## config.mk

```make
export PLATFORM = sky130hd
export DESIGN_NAME = ccs_sequencer
export DESIGN_NICKNAME = d
export VERILOG_FILES = /design/src/ccs_pkg.sv /design/src/ccs_debounce.sv /design/src/ccs_adc_mux.sv /design/src/ccs_sequencer.sv
export SDC_FILE = /design/constraint.sdc
export NUM_CORES = 1
export LEC_CHECK = 0
export ABC_AREA = 1
export ABC_CLOCK_PERIOD_IN_PS = 8100
export BUFFER_PORTS_ARGS = -buffer_cell sky130_fd_sc_hd__buf_2
export CORE_UTILIZATION = 65
export CTS_BUF_LIST = sky130_fd_sc_hd__clkbuf_4 sky130_fd_sc_hd__clkbuf_8
export CTS_CLUSTER_SIZE = 24
export DETAILED_ROUTE_END_ITERATION = 6
export PLACE_DENSITY = 0.89
export SLEW_MARGIN = 20
export SYNTH_ARGS = -nofsm -noshare
export SYNTH_HDL_FRONTEND = slang
export SYNTH_SLANG_ARGS = --single-unit
```

## constraint.sdc

```tcl
create_clock -name core_clk -period 8.1 [get_ports core_clk]
set_clock_uncertainty 0.1 [all_clocks]
set_input_delay 0.405 -clock core_clk [delete_from_list [all_inputs] [get_ports core_clk]]
set_output_delay 0.405 -clock core_clk [all_outputs]
set_load 0.005 [all_outputs]
```

## src/ccs_pkg.sv

```systemverilog
// Package of constants and types for the charge cycle sequencer
package ccs_pkg;

    localparam int unsigned CLK_HZ        = 25_000_000;
    // Safety timer tick period in microseconds and cycles per tick
    localparam int unsigned TICK_US       = 1000;
    localparam int unsigned TICK_CYC      = CLK_HZ / 1_000_000 * TICK_US;
    // Pre-charge timer length in hours and in ticks
    localparam int unsigned PRE_HOURS     = 1;
    localparam int unsigned PRE_TICKS     = PRE_HOURS * 3600 * 1000;
    // Comparator debounce length in cycles
    localparam int unsigned DEB_CYC       = 8;

    // Register offsets
    localparam logic [7:0] FAST_CURRENT_ADDR  = 8'h02;
    localparam logic [7:0] PRE_TERM_ADDR      = 8'h03;
    localparam logic [7:0] FULL_VOLTAGE_ADDR  = 8'h04;
    localparam logic [7:0] THERMAL_ADDR       = 8'h05;
    localparam logic [7:0] FAST_THRESH_ADDR   = 8'h07;
    localparam logic [7:0] CHARGE_CTRL_ADDR   = 8'h08;
    localparam logic [7:0] TIMER_CTRL_ADDR    = 8'h09;
    localparam logic [7:0] OPTION_ADDR        = 8'h30;
    localparam logic [7:0] STATUS_ADDR        = 8'h31;

    // Reset values
    localparam logic [7:0] FAST_CURRENT_RST   = 8'h14;
    localparam logic [7:0] PRE_TERM_RST       = 8'h22;
    localparam logic [7:0] FULL_VOLTAGE_RST   = 8'h40;
    localparam logic [7:0] THERMAL_RST        = 8'h03;
    localparam logic [7:0] FAST_THRESH_RST    = 8'h20;
    localparam logic [7:0] CHARGE_CTRL_RST    = 8'h10;
    localparam logic [7:0] TIMER_CTRL_RST     = 8'h09;
    localparam logic [7:0] OPTION_RST         = 8'h00;

    // Field positions
    localparam int unsigned CHG_EN_BIT        = 4;
    localparam int unsigned SUSPEND_BIT       = 7;
    localparam int unsigned BATT_OFF_BIT      = 6;
    localparam int unsigned TERM_EN_BIT       = 3;
    localparam int unsigned TMR_EN_BIT        = 3;
    localparam int unsigned TMR_DBL_BIT       = 0;
    localparam int unsigned TMR_SEL_LSB       = 1;
    localparam int unsigned PHASE_AUTO_BIT    = 0;
    localparam int unsigned PHASE_MAN_BIT     = 1;

    // Number of comparator flags
    localparam int unsigned NCMP              = 16;

    typedef enum logic [2:0] {
        CCS_IDLE, CCS_TRICKLE, CCS_PRE, CCS_FAST, CCS_CV, CCS_DONE,
        CCS_FAULT
    } ccs_phase_t;

endpackage : ccs_pkg

```

## src/ccs_debounce.sv

```systemverilog
// Synchroniser and debouncer for one comparator flag
`timescale 1ns/1ps
module ccs_debounce
    import ccs_pkg::*;
(
    input  wire logic core_clk,
    input  wire logic rst_n,
    input  wire logic raw,
    output logic      clean
);
    logic       s1_ff, s2_ff, clean_ff;
    logic       nxt_clean;
    logic [3:0] cnt_ff, nxt_cnt;

    always_comb begin
        nxt_clean = clean_ff;
        nxt_cnt   = 4'h0;
        if (s2_ff != clean_ff) begin
            nxt_cnt = cnt_ff + 4'h1;
            if (cnt_ff == 4'(DEB_CYC - 1)) begin
                nxt_clean = s2_ff;
                nxt_cnt   = 4'h0;
            end
        end
    end

    always_ff @(posedge core_clk or negedge rst_n) begin
        if (!rst_n) begin
            s1_ff    <= 1'b0;
            s2_ff    <= 1'b0;
            clean_ff <= 1'b0;
            cnt_ff   <= 4'h0;
        end else begin
            s1_ff    <= raw;
            s2_ff    <= s1_ff;
            clean_ff <= nxt_clean;
            cnt_ff   <= nxt_cnt;
        end
    end

    assign clean = clean_ff;
endmodule : ccs_debounce

```

## src/ccs_adc_mux.sv

```systemverilog
// Measurement channel sequencer for the sampling converter
`timescale 1ns/1ps
module ccs_adc_mux
    import ccs_pkg::*;
(
    input  wire logic       core_clk,
    input  wire logic       rst_n,
    input  wire logic       otg_mode,
    input  wire logic       sample_done,
    output logic [2:0]      adc_channel
);
    logic [2:0] chan_ff, nxt_chan;
    logic [2:0] last;

    // Charge mode walks five channels, discharge mode four
    always_comb begin
        last     = otg_mode ? 3'h3 : 3'h4;
        nxt_chan = chan_ff;
        if (chan_ff > last)
            nxt_chan = 3'h0;
        else if (sample_done)
            nxt_chan = (chan_ff == last) ? 3'h0 : chan_ff + 3'h1;
    end

    always_ff @(posedge core_clk or negedge rst_n) begin
        if (!rst_n)
            chan_ff <= 3'h0;
        else
            chan_ff <= nxt_chan;
    end

    assign adc_channel = chan_ff;
endmodule : ccs_adc_mux

```

## src/ccs_sequencer.sv

```systemverilog
// Charge cycle sequencer with safety timers and register port
`timescale 1ns/1ps
// Notes on behaviour
// - With input good and battery below trickle threshold, apply trickle current.
// - Pre-charge timer expiring below fast threshold stops cycle, sets timeout.
// - Pre-charge current comes from upper nibble of its setting register.
// - Above the selected fast threshold, enter constant current fast charge.
// - Fast charge current comes from a seven-bit setting field.
// - At full voltage target enter constant voltage charging.
// - With termination on, charge completes when current reaches term level.
// - Complete-charge timer expiring before termination stops, sets timeout.
// - Two-bit field picks thermal threshold; current is cut above it.
// - New cycle needs replug, enable, no thermistor, over-voltage or switch-off.
// - Replug or enable toggle restarts; start phase follows battery voltage.
// - After termination, dropping below recharge threshold restarts and resets timer.
// - Battery over-voltage stops charging and opens the battery switch at once.
// - Virtual diode enters on input good and low system, exits above margin.
// - Suspend bit turns converter off and battery supplies the load.
// - In buck mode below light load one phase may be shed.
// - Converter cycles five charge channels or four discharge channels.
// - One timer covers trickle and pre-charge; fast timer configurable, disable.
// - Safety timer is inactive in discharge mode.
// - Timer restarts on new cycle or rising write of enable bits.
// - Timer pauses during supplement, system over-voltage or thermistor fault.
// - Optionally the timer runs at half rate under limit loops.
module ccs_sequencer
    import ccs_pkg::*;
#(
    parameter int unsigned TICK_CYCLES = TICK_CYC,
    parameter int unsigned PRE_TIMEOUT = PRE_TICKS,
    parameter int unsigned FAST_UNIT   = 2 * 3600 * 1000
)(
    input  wire logic        core_clk,
    input  wire logic        rst_n,
    input  wire logic [7:0]  reg_addr,
    input  wire logic [7:0]  reg_wdata,
    input  wire logic        reg_wr,
    input  wire logic        reg_rd,
    output logic      [7:0]  reg_rdata,
    input  wire logic        in_power_good,
    input  wire logic        cmp_batt_trickle,
    input  wire logic        cmp_batt_fast,
    input  wire logic        cmp_batt_full,
    input  wire logic        cmp_batt_recharge,
    input  wire logic        cmp_batt_ov,
    input  wire logic        cmp_term_current,
    input  wire logic        cmp_thermistor_fault,
    input  wire logic        cmp_sys_ov,
    input  wire logic        cmp_supplement,
    input  wire logic        cmp_sys_below_batt,
    input  wire logic        cmp_sys_above_batt,
    input  wire logic        cmp_light_load,
    input  wire logic        cmp_limit_loop,
    input  wire logic        cmp_buck_mode,
    input  wire logic        cmp_otg_mode,
    input  wire logic        cmp_junction_hot,
    input  wire logic        adc_sample_done,
    output logic      [2:0]  adc_channel,
    output logic      [2:0]  charge_phase,
    output logic      [6:0]  charge_current_set,
    output logic      [5:0]  full_voltage_target,
    output logic      [1:0]  fast_charge_threshold,
    output logic      [1:0]  thermal_threshold,
    output logic             thermal_cut,
    output logic             battery_switch_on,
    output logic             virtual_diode,
    output logic             converter_on,
    output logic             phase_shed,
    output logic             timeout_fault
);
    logic [NCMP-1:0] raw_cmp, cmp;

    assign raw_cmp = {cmp_batt_trickle, cmp_batt_fast, cmp_batt_full,
                      cmp_batt_recharge, cmp_batt_ov, cmp_term_current,
                      cmp_thermistor_fault, cmp_sys_ov, cmp_supplement,
                      cmp_sys_below_batt, cmp_sys_above_batt, cmp_light_load,
                      cmp_limit_loop, cmp_buck_mode, cmp_otg_mode,
                      cmp_junction_hot};

    // Every comparator flag passes a synchroniser and debouncer; in_power_good is used undebounced
    for (genvar i = 0; i < NCMP; i++) begin : g_deb
        ccs_debounce u_deb (
            .core_clk (core_clk),
            .rst_n    (rst_n),
            .raw      (raw_cmp[i]),
            .clean    (cmp[i])
        );
    end

    logic above_trickle, above_fast, at_full, below_recharge, batt_ov;
    logic term_reached, therm_fault, sys_ov, supplement, sys_low, sys_high;
    logic light_load, limit_loop, buck_mode, otg_mode, junction_hot;
    assign {above_trickle, above_fast, at_full, below_recharge, batt_ov,
            term_reached, therm_fault, sys_ov, supplement, sys_low, sys_high,
            light_load, limit_loop, buck_mode, otg_mode, junction_hot} = cmp;

    ccs_adc_mux u_adc (
        .core_clk    (core_clk),
        .rst_n       (rst_n),
        .otg_mode    (otg_mode),
        .sample_done (adc_sample_done),
        .adc_channel (adc_channel)
    );

    // Register file
    logic [7:0] fast_cur_ff, pre_term_ff, full_v_ff, thermal_ff;
    logic [7:0] fast_th_ff, chg_ctrl_ff, tmr_ctrl_ff, option_ff;
    logic [7:0] nxt_fast_cur, nxt_pre_term, nxt_full_v, nxt_thermal;
    logic [7:0] nxt_fast_th, nxt_chg_ctrl, nxt_tmr_ctrl, nxt_option;
    logic [7:0] rdata_ff, nxt_rdata;
    logic       chg_en_rise, tmr_en_rise;
    logic       timeout_ff, nxt_timeout;
    ccs_phase_t phase_ff, nxt_phase;

    always_comb begin
        nxt_fast_cur = fast_cur_ff;
        nxt_pre_term = pre_term_ff;
        nxt_full_v   = full_v_ff;
        nxt_thermal  = thermal_ff;
        nxt_fast_th  = fast_th_ff;
        nxt_chg_ctrl = chg_ctrl_ff;
        nxt_tmr_ctrl = tmr_ctrl_ff;
        nxt_option   = option_ff;
        nxt_rdata    = 8'h00;
        if (reg_wr) begin
            unique case (reg_addr)
                FAST_CURRENT_ADDR: nxt_fast_cur = reg_wdata;
                PRE_TERM_ADDR:     nxt_pre_term = reg_wdata;
                FULL_VOLTAGE_ADDR: nxt_full_v   = reg_wdata;
                THERMAL_ADDR:      nxt_thermal  = reg_wdata;
                FAST_THRESH_ADDR:  nxt_fast_th  = reg_wdata;
                CHARGE_CTRL_ADDR:  nxt_chg_ctrl = reg_wdata;
                TIMER_CTRL_ADDR:   nxt_tmr_ctrl = reg_wdata;
                OPTION_ADDR:       nxt_option   = reg_wdata;
                default: ;
            endcase
        end
        if (reg_rd) begin
            unique case (reg_addr)
                FAST_CURRENT_ADDR: nxt_rdata = fast_cur_ff;
                PRE_TERM_ADDR:     nxt_rdata = pre_term_ff;
                FULL_VOLTAGE_ADDR: nxt_rdata = full_v_ff;
                THERMAL_ADDR:      nxt_rdata = thermal_ff;
                FAST_THRESH_ADDR:  nxt_rdata = fast_th_ff;
                CHARGE_CTRL_ADDR:  nxt_rdata = chg_ctrl_ff;
                TIMER_CTRL_ADDR:   nxt_rdata = tmr_ctrl_ff;
                OPTION_ADDR:       nxt_rdata = option_ff;
                STATUS_ADDR:       nxt_rdata = {timeout_ff, 4'h0,
                                                3'(phase_ff)};
                default:           nxt_rdata = 8'h00;
            endcase
        end
    end

    // Rising writes of the enable bits restart the timer
    assign chg_en_rise = nxt_chg_ctrl[CHG_EN_BIT]
                         & ~chg_ctrl_ff[CHG_EN_BIT];
    assign tmr_en_rise = nxt_tmr_ctrl[TMR_EN_BIT]
                         & ~tmr_ctrl_ff[TMR_EN_BIT];

    always_ff @(posedge core_clk or negedge rst_n) begin
        if (!rst_n) begin
            fast_cur_ff <= FAST_CURRENT_RST;
            pre_term_ff <= PRE_TERM_RST;
            full_v_ff   <= FULL_VOLTAGE_RST;
            thermal_ff  <= THERMAL_RST;
            fast_th_ff  <= FAST_THRESH_RST;
            chg_ctrl_ff <= CHARGE_CTRL_RST;
            tmr_ctrl_ff <= TIMER_CTRL_RST;
            option_ff   <= OPTION_RST;
            rdata_ff    <= 8'h00;
        end else begin
            fast_cur_ff <= nxt_fast_cur;
            pre_term_ff <= nxt_pre_term;
            full_v_ff   <= nxt_full_v;
            thermal_ff  <= nxt_thermal;
            fast_th_ff  <= nxt_fast_th;
            chg_ctrl_ff <= nxt_chg_ctrl;
            tmr_ctrl_ff <= nxt_tmr_ctrl;
            option_ff   <= nxt_option;
            rdata_ff    <= nxt_rdata;
        end
    end

    logic chg_en, suspend, batt_off, term_en, tmr_en, dbl_en;
    assign chg_en   = chg_ctrl_ff[CHG_EN_BIT];
    assign suspend  = chg_ctrl_ff[SUSPEND_BIT];
    assign batt_off = chg_ctrl_ff[BATT_OFF_BIT];
    assign term_en  = chg_ctrl_ff[TERM_EN_BIT];
    assign tmr_en   = tmr_ctrl_ff[TMR_EN_BIT];
    assign dbl_en   = tmr_ctrl_ff[TMR_DBL_BIT];

    // Tick prescaler, half rate while doubling is in force
    logic [31:0] pre_cnt_ff, nxt_pre_cnt;
    logic        half_ff, nxt_half, tick;
    logic        slow;

    assign slow = dbl_en & (limit_loop | junction_hot);

    always_comb begin
        tick        = 1'b0;
        nxt_half    = half_ff;
        nxt_pre_cnt = pre_cnt_ff + 32'h1;
        if (pre_cnt_ff >= 32'(TICK_CYCLES - 1)) begin
            nxt_pre_cnt = 32'h0;
            nxt_half    = ~half_ff;
            tick        = ~slow | half_ff;
        end
    end

    // Charge phase machine and safety timer
    logic        pg_ff, chg_en_d_ff, nxt_pg, nxt_chg_en_d;
    logic [31:0] tmr_ff, nxt_tmr;
    logic        start, inhibit, restart, paused;
    logic [31:0] fast_limit, limit;
    ccs_phase_t  entry_phase;

    assign inhibit = ~chg_en | therm_fault | batt_ov | batt_off;
    assign restart = (in_power_good & ~pg_ff)
                     | (chg_en & ~chg_en_d_ff);
    assign start   = restart & in_power_good & ~inhibit;
    assign paused  = supplement | sys_ov | therm_fault;
    assign fast_limit = 32'(FAST_UNIT) *
                        32'(tmr_ctrl_ff[TMR_SEL_LSB +: 2] + 3'h1);
    assign limit   = above_fast ? fast_limit : 32'(PRE_TIMEOUT);

    always_comb begin
        if (!above_trickle)
            entry_phase = CCS_TRICKLE;
        else if (!above_fast)
            entry_phase = CCS_PRE;
        else if (!at_full)
            entry_phase = CCS_FAST;
        else
            entry_phase = CCS_CV;
    end

    always_comb begin
        nxt_phase    = phase_ff;
        nxt_timeout  = timeout_ff;
        nxt_pg       = in_power_good;
        nxt_chg_en_d = chg_en;
        nxt_tmr      = tmr_ff;
        if (tick && tmr_en && !paused && !otg_mode)
            nxt_tmr = tmr_ff + 32'h1;
        unique case (phase_ff)
            CCS_IDLE, CCS_FAULT: begin
                if (start) begin
                    nxt_phase   = entry_phase;
                    nxt_timeout = 1'b0;
                end
            end
            CCS_TRICKLE: if (above_trickle) nxt_phase = CCS_PRE;
            CCS_PRE:     if (above_fast)    nxt_phase = CCS_FAST;
            CCS_FAST:    if (at_full)       nxt_phase = CCS_CV;
            CCS_CV: if (term_en && term_reached)
                         nxt_phase = CCS_DONE;
            CCS_DONE: begin
                if (below_recharge && in_power_good && !inhibit) begin
                    nxt_phase = entry_phase;
                    nxt_tmr   = 32'h0;
                end
            end
        endcase
        if (phase_ff inside {CCS_TRICKLE, CCS_PRE, CCS_FAST, CCS_CV}) begin
            // A timeout that meets a stop still ends in the fault phase
            if (inhibit || !in_power_good)
                nxt_phase = CCS_IDLE;
            if (tmr_en && tmr_ff >= limit) begin
                nxt_phase   = CCS_FAULT;
                nxt_timeout = 1'b1;
            end
        end
        if (start || chg_en_rise || tmr_en_rise)
            nxt_tmr = 32'h0;
    end

    always_ff @(posedge core_clk or negedge rst_n) begin
        if (!rst_n) begin
            phase_ff    <= CCS_IDLE;
            timeout_ff  <= 1'b0;
            pg_ff       <= 1'b0;
            chg_en_d_ff <= CHARGE_CTRL_RST[CHG_EN_BIT];
            tmr_ff      <= 32'h0;
            pre_cnt_ff  <= 32'h0;
            half_ff     <= 1'b0;
        end else begin
            phase_ff    <= nxt_phase;
            timeout_ff  <= nxt_timeout;
            pg_ff       <= nxt_pg;
            chg_en_d_ff <= nxt_chg_en_d;
            tmr_ff      <= nxt_tmr;
            pre_cnt_ff  <= nxt_pre_cnt;
            half_ff     <= nxt_half;
        end
    end

    // Power path decisions
    logic vd_ff, nxt_vd, out_ff, nxt_out;
    logic [15:0] set_ff, nxt_set;

    always_comb begin
        nxt_vd = vd_ff;
        if (in_power_good && sys_low)
            nxt_vd = 1'b1;
        else if (sys_high)
            nxt_vd = 1'b0;
        nxt_out = ~suspend & in_power_good;
        nxt_set = {3'h0, otg_mode, 2'h0, 1'b0,
                   ~(batt_ov | batt_off), 1'b0, fast_cur_ff[6:0]};
        unique case (phase_ff)
            CCS_TRICKLE, CCS_PRE:
                nxt_set[6:0] = {3'h0, pre_term_ff[7:4]};
            CCS_FAST, CCS_CV:
                nxt_set[6:0] = fast_cur_ff[6:0];
            default:
                nxt_set[6:0] = 7'h00;
        endcase
        nxt_set[12] = buck_mode & light_load
                      & (option_ff[PHASE_MAN_BIT]
                         | option_ff[PHASE_AUTO_BIT]);
    end

    always_ff @(posedge core_clk or negedge rst_n) begin
        if (!rst_n) begin
            vd_ff  <= 1'b0;
            out_ff <= 1'b0;
            set_ff <= 16'h0000;
        end else begin
            vd_ff  <= nxt_vd;
            out_ff <= nxt_out;
            set_ff <= nxt_set;
        end
    end

    assign reg_rdata             = rdata_ff;
    assign charge_phase          = 3'(phase_ff);
    assign charge_current_set    = set_ff[6:0];
    assign full_voltage_target   = full_v_ff[6:1];
    assign fast_charge_threshold = fast_th_ff[5:4];
    assign thermal_threshold     = thermal_ff[1:0];
    assign thermal_cut           = junction_hot;
    assign battery_switch_on     = set_ff[8];
    assign virtual_diode         = vd_ff;
    assign converter_on          = out_ff;
    assign phase_shed            = set_ff[12];
    assign timeout_fault         = timeout_ff;
endmodule : ccs_sequencer

```

== After elaboration in Yosys (flattened, before gate mapping) ==
Cells that the tools add are included.
Operators by class
  add/subtract/negate cells: 20
  multiply operators: 1
  magnitude comparators: 3
  equality and inequality tests: 48
  muxes and demuxes: 69
  bitwise logic cells: 29
  reduce and logical (&&, ||, !) cells: 46
Operators with widths (count)
  32-bit 2-to-1 mux: 5
  4-bit 2-to-1 mux: 34
  8-bit one-hot mux with 9 select lines: 1
  32-bit by 1-bit adder with 32-bit output, second input constant: 2
  4-bit by 1-bit adder with 4-bit output, second input constant: 16
  4-bit by 3-bit equality test with 1-bit output, second input constant: 16
  3-bit 2-to-1 mux: 16
  2-bit AND reduction: 24
  32-bit by 15-bit >= comparator with 1-bit output, second input constant: 1
  32-bit by 26-bit >= comparator with 1-bit output: 1
  26-bit 2-to-1 mux: 1
  8-bit by 3-bit equality test with 1-bit output, second input constant: 3
  15-bit by 3-bit multiplier with 18-bit output, first input constant: 1
  3-bit one-hot mux with 6 select lines: 1
  8-bit by 2-bit equality test with 1-bit output, second input constant: 2
  8-bit by 4-bit equality test with 1-bit output, second input constant: 2
  8-bit by 6-bit equality test with 1-bit output, second input constant: 2
  1-bit != test: 16
  7-bit one-hot mux with 2 select lines: 1
  1-bit AND: 10
  5-bit 2-to-1 mux: 2
  1-bit OR: 10
  3-bit equality test, second input constant: 3
  1-bit NOT: 9
  15 further kinds: 37
Storage, ports and cells
  bits in registers: 269
  input bits: 38
  output and inout bits: 37
  word-level logic and storage cells: 302

== Depth between registers and ports, before layout ==
Gate-level depths: netlist of the first run.
  depth in word-level cells: 12
  gate-level depth with buffers: 19
  depth with buffers taken out: 19

== Modules after synthesis ==
Synthesis of the first run repeated with hierarchy kept, for this count alone.
Unflattened totals
  cell total of the unflattened synthesis: 1586
  area total of the unflattened synthesis: 13121.3 um^2
Modules (own cells, without submodules)
  ccs_sequencer: times used 1, cells each 1093, area each 8453.1 um^2, sequential area each 3868.7 um^2
  ccs_debounce: times used 16, cells each 29, area each 277.8 um^2, sequential area each 175.2 um^2
  ccs_adc_mux: times used 1, cells each 29, area each 224.0 um^2, sequential area each 75.1 um^2

== Worst setup path before layout of the first run ==
No wires, ideal clock.
  kind: reg2reg
  start: register tmr_ctrl_ff[1]
  end: register timeout_ff, in the netlist timeout_fault
  library setup time: 0.124 ns
  data arrival time: 3.100 ns
  required time: 7.876 ns
  setup slack: 4.776 ns
  cell stages (with the launch flop): 20
  buffers on the path: 0
  period minus slack after synthesis: 3.324 ns
  cells stage by stage: dfrtp_1 -> inv_1 -> ha_1 -> xnor2_1 -> ha_1 -> fa_1 -> a31o_2 -> o21ai_0 -> a21oi_1 -> ha_1 -> nand2_1 -> inv_1 -> o21bai_1 -> nand2_1 -> nand2_1 -> nand2_1 -> a21oi_1 -> nand3_1 -> nand2_1 -> nand2_1
On the way
  cells in the longest elaborated chain, start to end: 7
Ends and longest elaborated chain
  from (decl): RTL line ccs_sequencer.sv:107  | logic [7:0] fast_th_ff, chg_ctrl_ff, tmr_ctrl_ff, option_ff;
  from (signal assigned): RTL line ccs_sequencer.sv:179  | tmr_ctrl_ff <= nxt_tmr_ctrl;
  2-bit by 1-bit adder with 3-bit output: RTL line ccs_sequencer.sv:224  | 32'(tmr_ctrl_ff[TMR_SEL_LSB +: 2] + 3'h1);
  15-bit by 3-bit multiplier with 18-bit output: RTL line ccs_sequencer.sv:223  | assign fast_limit = 32'(FAST_UNIT) *
  26-bit 2-to-1 mux: RTL line ccs_sequencer.sv:225  | assign limit = above_fast ? fast_limit : 32'(PRE_TIMEOUT);
  32-bit by 26-bit >= comparator with 1-bit output: RTL line ccs_sequencer.sv:269  | if (tmr_en && tmr_ff >= limit) begin
  1-bit logical AND: RTL line ccs_sequencer.sv:269
  1-bit 2-to-1 mux: RTL line ccs_sequencer.sv:269
  1-bit 2-to-1 mux: RTL line ccs_sequencer.sv:265  | if (phase_ff inside {CCS_TRICKLE, CCS_PRE, CCS_FAST, CCS_CV}) begin
  named net nxt_timeout: RTL line ccs_sequencer.sv:112  | logic timeout_ff, nxt_timeout;
  to (signal assigned): RTL line ccs_sequencer.sv:289  | timeout_ff <= nxt_timeout;
  to (decl): RTL line ccs_sequencer.sv:112
The timed path passes the listed nets, and every way through them passes these cells.
A chain may end at the register's enable or synchronous reset.

== Worst setup path in the final report of the first run ==
  start: register tmr_ctrl_ff[1]
  end: register phase_ff[1], in the netlist charge_phase[1]
On the way
  cells in the longest elaborated chain, start to end: 7
Ends and longest elaborated chain
  2-bit by 1-bit adder with 3-bit output: RTL line ccs_sequencer.sv:224
  15-bit by 3-bit multiplier with 18-bit output: RTL line ccs_sequencer.sv:223
  26-bit 2-to-1 mux: RTL line ccs_sequencer.sv:225
  32-bit by 26-bit >= comparator with 1-bit output: RTL line ccs_sequencer.sv:269
  1-bit logical AND: RTL line ccs_sequencer.sv:269
  3-bit 2-to-1 mux: RTL line ccs_sequencer.sv:269
  3-bit 2-to-1 mux: RTL line ccs_sequencer.sv:265
  named net nxt_phase[1]: RTL line ccs_sequencer.sv:113  | ccs_phase_t phase_ff, nxt_phase;
  to (signal assigned): RTL line ccs_sequencer.sv:288  | phase_ff <= nxt_phase;
  to (decl): RTL line ccs_sequencer.sv:113
The timed path passes the listed nets, and every way through them passes these cells.

==> results of run 1 <==
==> placed cells by master, fill, tap and decap left out, types with 3 or more instances in the layout <==
master,netlist,final
o21ai_2,8,8
o211ai_1,10,10
conb_1,1,17
dfrtp_1,257,257
nand2_1,356,356
o21ai_0,103,103
nor4_4,3,3
nand3b_1,15,15
xor2_1,25,25
nor3b_1,5,5
nor3_1,15,15
nand2_2,7,7
o31ai_1,3,3
xnor2_1,42,42
nor2_1,204,204
nand4_1,9,9
nand3_1,95,95
inv_1,158,158
clkinv_2,1,7
ha_1,53,53
buf_2,11,73
or2_2,3,3
mux2_2,12,12
clkbuf_8,0,52
and3_1,3,3
clkbuf_4,0,11
nand2_4,3,3
dfstp_2,12,12
a21oi_1,38,38
dlygate4sd3_1,0,20
nand3_2,3,3
inv_2,7,7
==> power by group through the flow <==
| stage | logic, mW | registers [mW] | clock network [mW] |
|---|---|---|---|
| finish | 1.21 | 1.87 | 1.16 |
| CTS | 1.20 | 1.86 | 1.18 |
| detailed placement | 1.18 | 1.87 | 0 |
| global placement | 1.11 | 1.86 | 0 |
| global route | 1.38 | 1.90 | 1.23 |
| floorplan | 0.927 | 1.79 | 0 |
==> synthesized netlist by cell type, drive strengths merged, types with 9 or more instances <==
cell type	count
nor3	17
nand3	99
nand2	366
inv	166
nand4	9
dfrtp	257
xnor2	42
ha	53
a21oi	39
o21ai	113
buf	27
o211ai	10
mux2	12
xor2	25
dfstp	12
nand3b	15
nor2	207
==> layout make-up <==
class	count	area, µm²	share of cell area [%]
inverter	167	633	4.29
timing repair buffer	95	601	4.07
clock buffer	63	798	5.40
clock inverter	9	62.6	0.423
tap	265	332	2.24
sequential	269	6750	45.7
multi-input combinational	1054	5600	37.9
==> logic make-up after synthesis <==
logic type                 after synthesis  share of synthesized area [%]
muxes                                   13                           1.11
xor gates and xnor gates                67                           4.47
adders and majority gates               54                           5.20
other                                    1                         0.0286
AOI/OAI and AO/OA                      174                           7.37
DFF                                    269                           51.4
buffers and inverters                  200                           6.42
and+or+nand+nor                        729                           24.0
==> worst max-delay path, delay by kind of cell (launching register included) <==
| family | cells | cell delay [ns] |
|---|---|---|
| xor+xnor | 1 | 0.16 |
| simple gates | 7 | 0.58 |
| flops | 1 | 0.50 |
| compound gates | 5 | 0.73 |
| fa+ha+maj | 4 | 1.38 |
| buf+inv | 2 | 0.22 |
==> repair_timing <==
item / in CTS / in global routing
hold endpoints to repair: 119 / 0
hold buffers: 20 / 0
gates resized for setup: 0 / 0
==> sequential cells by signal, indices dropped and copies added (netlist names), 9 cells and up <==
signal and cells:
g_deb.u_deb.clean 16, g_deb.u_deb.cnt_ff 64, g_deb.u_deb.s1_ff 16, g_deb.u_deb.s2_ff 16, pre_cnt_ff 32, set_ff 9
tmr_ff 32
==> through the flow <==
stage	hold slack [ns]	cell area [µm²]
final	0.0217	14800
after global placement	0.232	13700
after global routing	0.0521	14800
after CTS	0.00306	14800
after floorplan	0.00941	13200
after detailed placement	0.235	13700
==> worst paths after layout <==
check,endpoint,slack [ns],depth (start not counted)
worst max-delay path,charge_phase[1],4.30,19
worst min-delay path,chg_ctrl_ff[4],0.02,3
worst max register to register,charge_phase[1],4.30,19
worst min register to register,g_deb[13].u_deb.s2_ff,0.25,0
max in group asynchronous,chg_ctrl_ff[5],6.25,3
min in group asynchronous,pre_cnt_ff[12],0.36,2
==> metal layers <==
metal / track usage, % / up-vias / routed length [µm]
met2: 49.6 / 389 / 14400
met4: 11.4 / 0 / 864
met5: 0 / - / 0
met3: 5.30 / 79 / 2120
met1: 40.4 / 5093 / 12600
li1: - / 5046 / -
==> flow_metrics.tcl, run 1 <==
set metrics [dict create \
    status "completed" \
    switching_share_pct 36.8 \
    fillers 1370 \
    max-cap-violations 0 \
    ys_ff_latch 269 \
    start_util_pct 66.8 \
    grt_pass1_vias 10340 \
    combPwrFrac_pct 28.5 \
    routed_wl_um 29900 \
    cts_tree "yes" \
    syn_area_um2 13100 \
    drc 0 \
    cp-start-kind "register" \
    drtPass1Iterations 5 \
    grt_pass1_wl_um 49100 \
    dieWidth_um 144 \
    worst_pin_slew_ns 0.878 \
    rows 51 \
    period_minus_slack_ns 3.80 \
    fin_cells 1922 \
    clockBufferDepth 3 \
    maxSlewViolCount 0 \
    core_area_um2 19700 \
    post-place-ws_ns 4.36 \
    synth_area_leader_cell "dfrtp_1" \
    post_cts_buffers 0 \
    tns_ns 0 \
    drtIter0Drc 831 \
    grt_start_max_net_pins 167 \
    cts_sinks 269 \
    nNetsFinal 1723 \
    antenna_left 0 \
    synth_top_area_share_pct 49.0 \
    dpl.cell_count 1830 \
    die_h_um 144 \
    fin_crit_sh_pct 46.9 \
    cp_slowest_cell "dfrtp_1" \
    leakage_nw 7.49 \
    global_route.usage.total_pct 30.3 \
    ios 75 \
    clock_latency_ns 0.57 \
    cts-root-buf "clkbuf_8" \
    numCtsBuffers 44 \
    hold_class "input pin to register" \
    path_class "register to register" \
    viasPerCell 5.52 \
    synth_area_per_cell_um2 8.71 \
    dieArea_um2 20800 \
    switchingPower_mw 1.56 \
    setup_ws_ns 4.30 \
    required_ns 8.44 \
    power.density_nw_per_um2 287 \
    path_max_fanout 8 \
    min_from "reg_wdata[4]" \
    r2r_start "tmr_ctrl_ff[1]" \
    yosysWarnings 0 \
    dp_hpwl_um 20400 \
    arrival_ns 4.14 \
    drive_gt1_share_pct 13.0 \
    synth.distinct_cells 52 \
    cts_max_level 2 \
    grt_overflow_total 0 \
    grt_antenna_before_repair 0 \
    slowest_delay_ns 0.50 \
    crit_start "tmr_ctrl_ff[1]" \
    final_core_util_pct 75.2 \
    crit_path_end_kind "register" \
    io_buffers 74 \
    syn_inst 1507 \
    p_int_mw 2.67 \
    async_flop_share_pct 100 \
    wl_per_cell_um 15.6 \
    finalPower_mw 4.23 \
    diodes 0 \
    place_congestion 0.955 \
    clk_pin_slew_ns 0.06 \
    slew_headroom_pct 41.5 \
    synth-seq-area-share_pct 51.4 \
    setup_violations 0 \
    synthFlopType "dfrtp_1" \
    area_delta_synth_final_pct 12.5 \
    power.share.clock_pct 27.4 \
    synth_edf_count 0 \
    via_count 10607 \
    cpMostUsedCell "nand2_1" \
    max_clock_freq_mhz 263 \
    hold_viol_final 0 \
    rsz0062_at_grt "false" \
    seqPwrFrac_pct 44.1 \
    synthTopCellsByArea "dfrtp_1 (49%), nand2_1 (10%), nor2_1 (5.8%)" \
    irDropWorstVdd_v 0.000210 \
    crit_path_cell_trace "inv_1 -> ha_1 -> xnor2_1 -> ha_1 -> fa_1 -> a31o_2 -> o21ai_0 -> a21oi_1 -> ha_1 -> nand2_1 -> inv_1 -> o21bai_1 -> nand2_1 -> nand2_1 -> nand2_1 -> a21oi_1 -> nand3_1 -> nand2_1 -> nand2_1" \
]
Note: power is estimated with default switching activity, not from simulation.
==> inputs of run 2 (changes only) <==
--- a/config.mk
+++ b/config.mk
@@ -6,13 +6,13 @@
 export NUM_CORES = 1
 export LEC_CHECK = 0
 export ABC_AREA = 1
-export ABC_CLOCK_PERIOD_IN_PS = 8100
+export ABC_CLOCK_PERIOD_IN_PS = 3700
 export BUFFER_PORTS_ARGS = -buffer_cell sky130_fd_sc_hd__buf_2
-export CORE_UTILIZATION = 65
+export CORE_UTILIZATION = 63
 export CTS_BUF_LIST = sky130_fd_sc_hd__clkbuf_4 sky130_fd_sc_hd__clkbuf_8
 export CTS_CLUSTER_SIZE = 24
 export DETAILED_ROUTE_END_ITERATION = 6
-export PLACE_DENSITY = 0.89
+export PLACE_DENSITY = 0.87
 export SLEW_MARGIN = 20
 export SYNTH_ARGS = -nofsm -noshare
 export SYNTH_HDL_FRONTEND = slang
==> constraint.sdc (replaced) <==
create_clock -name core_clk -period 3.7 [get_ports core_clk]
set_clock_uncertainty 0.1 [all_clocks]
set_input_delay 0.185 -clock core_clk [delete_from_list [all_inputs] [get_ports core_clk]]
set_output_delay 0.185 -clock core_clk [all_outputs]
set_load 0.005 [all_outputs]
==> run 2 against run 1 <==
  * Worst hold slack worse by 0.0070 ns
  * Critical endpoint is now charge_phase[0]
  * Register-to-register slack lost 4.1 ns
  * Count of clock-buffer cells in the layout decreased by 2
  * Flip-flop and latch count unchanged
  * Core utilization fell by 1.4 points
  * Power grew 130%
  * Worst setup slack worse by 4.1 ns
==> flow_metrics.tcl, run 2 (same netlist as run 1, synthesis figures left out) <==
set metrics [dict create \
    reg2reg_slack_ns 0.25 \
    nNetsFinal 1738 \
    grt_start_max_net_pins 107 \
    holdPathStages 3 \
    cp_slowest_cell "dfrtp_2" \
    dieWidth_um 146 \
    numCtsBuffers 43 \
    path_class "register to register" \
    slowest_delay_ns 0.46 \
    hold_viol_final 0 \
    cts-root-buf "clkbuf_8" \
    final_common_cell "nand2_1" \
    r2r_start "tmr_ctrl_ff[2]" \
    grt_overflow_total 0 \
    max_flop_register "g_deb.u_deb.cnt_ff" \
    power.density_nw_per_um2 634 \
    antenna_left 0 \
    start_util_pct 64.5 \
    hold_class "input pin to register" \
    worst_pin_slew_ns 0.824 \
    area_delta_synth_final_pct 14.4 \
    crit_start "tmr_ctrl_ff[2]" \
    max_clock_freq_mhz 290 \
    grt_pass1_vias 10665 \
    fin_crit_sh_pct 93.3 \
    drtIter0Drc 820 \
    path_buf_inv 2 \
    final_core_util_pct 73.8 \
    drive_gt1_share_pct 13.8 \
    largest_reg_flops 64 \
    r2r_cells 18 \
    reg.largest.list "g_deb.u_deb.cnt_ff: 64 flops, pre_cnt_ff: 32 flops, tmr_ff: 32 flops" \
    crit_path_end_kind "register" \
    dieArea_um2 21400 \
    path_max_fanout 6 \
    cts_max_level 2 \
    cp-start-kind "register" \
    placed_cell_area_um2 13800 \
    clk_pin_slew_ns 0.06 \
    via_count 10773 \
    crit_path_cell_trace "inv_4 -> ha_2 -> xnor2_1 -> ha_1 -> fa_2 -> a31o_2 -> o21ai_0 -> a21oi_1 -> ha_1 -> nand2_1 -> inv_1 -> o21bai_1 -> nand2_1 -> nand2_1 -> nand2_1 -> a21oi_2 -> nand3_1 -> a21oi_1" \
    core_area_um2 20400 \
    grt_antenna_before_repair 0 \
    wl_per_cell_um 16.1 \
    crit_family "adder cells" \
    rsz0062_at_grt "false" \
    drc 0 \
    io_buffers 74 \
    ios 75 \
    global_route.usage.total_pct 30.1 \
    setup_violations 0 \
    viasPerCell 5.53 \
    max-cap-violations 0 \
    cts_sinks 269 \
    slew_headroom_pct 45.1 \
    period_minus_slack_ns 3.45 \
    design_area_um2 15000 \
    leakage_nw 7.60 \
    place_congestion 0.933 \
    die_h_um 146 \
    status "completed" \
    tns_ns 0 \
    dp_hpwl_um 19900 \
    cts_tree "yes" \
    r2r-end "charge_phase[0]" \
    arrival_ns 3.82 \
    clock_latency_ns 0.56 \
    maxSlewViolCount 0 \
    required_ns 4.07 \
    holdPathEnd "fast_th_ff[5]" \
    min_from "reg_wr" \
    drtPass1Iterations 5 \
    routed_wl_um 31300 \
    grt_pass1_wl_um 51500 \
    irDropWorstVdd_v 0.000545 \
    clockBufferDepth 3 \
    rows 52 \
    cpMostUsedCell "nand2_1" \
    mostFrequentLayoutCells "nand2_1 (355), dfrtp_1 (256), nor2_1 (204)" \
]
-- run 2: cell types whose count changed in the layout (fill, tap and decap cells not counted), moves of 2 or more --
| cell | before | now |
|---|---|---|
| inv_1 | 158 | 156 |
| buf_4 | 0 | 5 |
| dlygate4sd3_1 | 20 | 30 |
| bufinv_16 | 0 | 2 |
| clkinv_2 | 7 | 10 |
| clkbuf_8 | 52 | 54 |
| clkbuf_4 | 11 | 7 |
-- run 2: layout make-up --
class | instances | area, µm²
clock buffers | 61 | 796
well taps | 270 | 338
repair buffers | 111 | 758
diodes | 1 | 2.50
clock inverters | 14 | 138
multi-input cells | 1054 | 5610
inverters | 167 | 636
flip-flops and latches | 269 | 6750
fillers | 1358 | 5340
-- run 2: worst max-delay path by stage --
stage | end | depth (start not counted)
detailed placement | timeout_fault | 19
finish | charge_phase[0] | 18
global placement | timeout_fault | 19
CTS | timeout_fault | 19
floorplan | timeout_fault | 19
global route | charge_phase[1] | 19
-- run 2: through the flow --
| step | std cells | hold WS (ns) | power, mW | worst slack [ns] |
|---|---|---|---|---|
| floorplan | 1523 | -0.211 | 5.94 | 0.376 |
| detailed placement | 1839 | 0.194 | 6.67 | 0.122 |
| global route | 1946 | 0.0328 | 10.1 | 0.0323 |
| CTS | 1944 | 0.00465 | 9.46 | 0.0981 |
| finish | 1947 | 0.0146 | 9.53 | 0.248 |
| global placement | 1839 | 0.192 | 6.50 | 0.275 |
-- run 2: metal layers --
layer	global-route usage (%)	wire length [µm]	vias to the layer above
met5	0	0	-
met4	12.0	1190	0
met3	6.31	2180	124
met2	51.3	15400	454
met1	37.7	12500	5111
li1	-	-	5084
-- run 2: repair_timing --
action | CTS | global route
gates resized for setup | 0 | 8
hold endpoints to repair | 159 | 0
hold buffers | 30 | 0
setup endpoints to repair | 0 | 4
setup buffers | 0 | 2
-- run 2: power breakdown --
part / internal, mW / total, mW / switching [mW]
combinational: 1.00 / 2.71 / 1.70
sequential: 3.48 / 4.08 / 0.601
clock: 1.54 / 2.74 / 1.21
-- run 2: worst register-to-register path: stages, from the launching register on --
cell and delay [ns]:
dfrtp_2 0.46, inv_4 0.10, ha_2 0.31, xnor2_1 0.16
ha_1 0.25, fa_2 0.38, a31o_2 0.24, o21ai_0 0.15
a21oi_1 0.07, ha_1 0.31, nand2_1 0.06, inv_1 0.03
o21bai_1 0.11, nand2_1 0.07, nand2_1 0.05, nand2_1 0.05
a21oi_2 0.12, nand3_1 0.14, a21oi_1 0.19
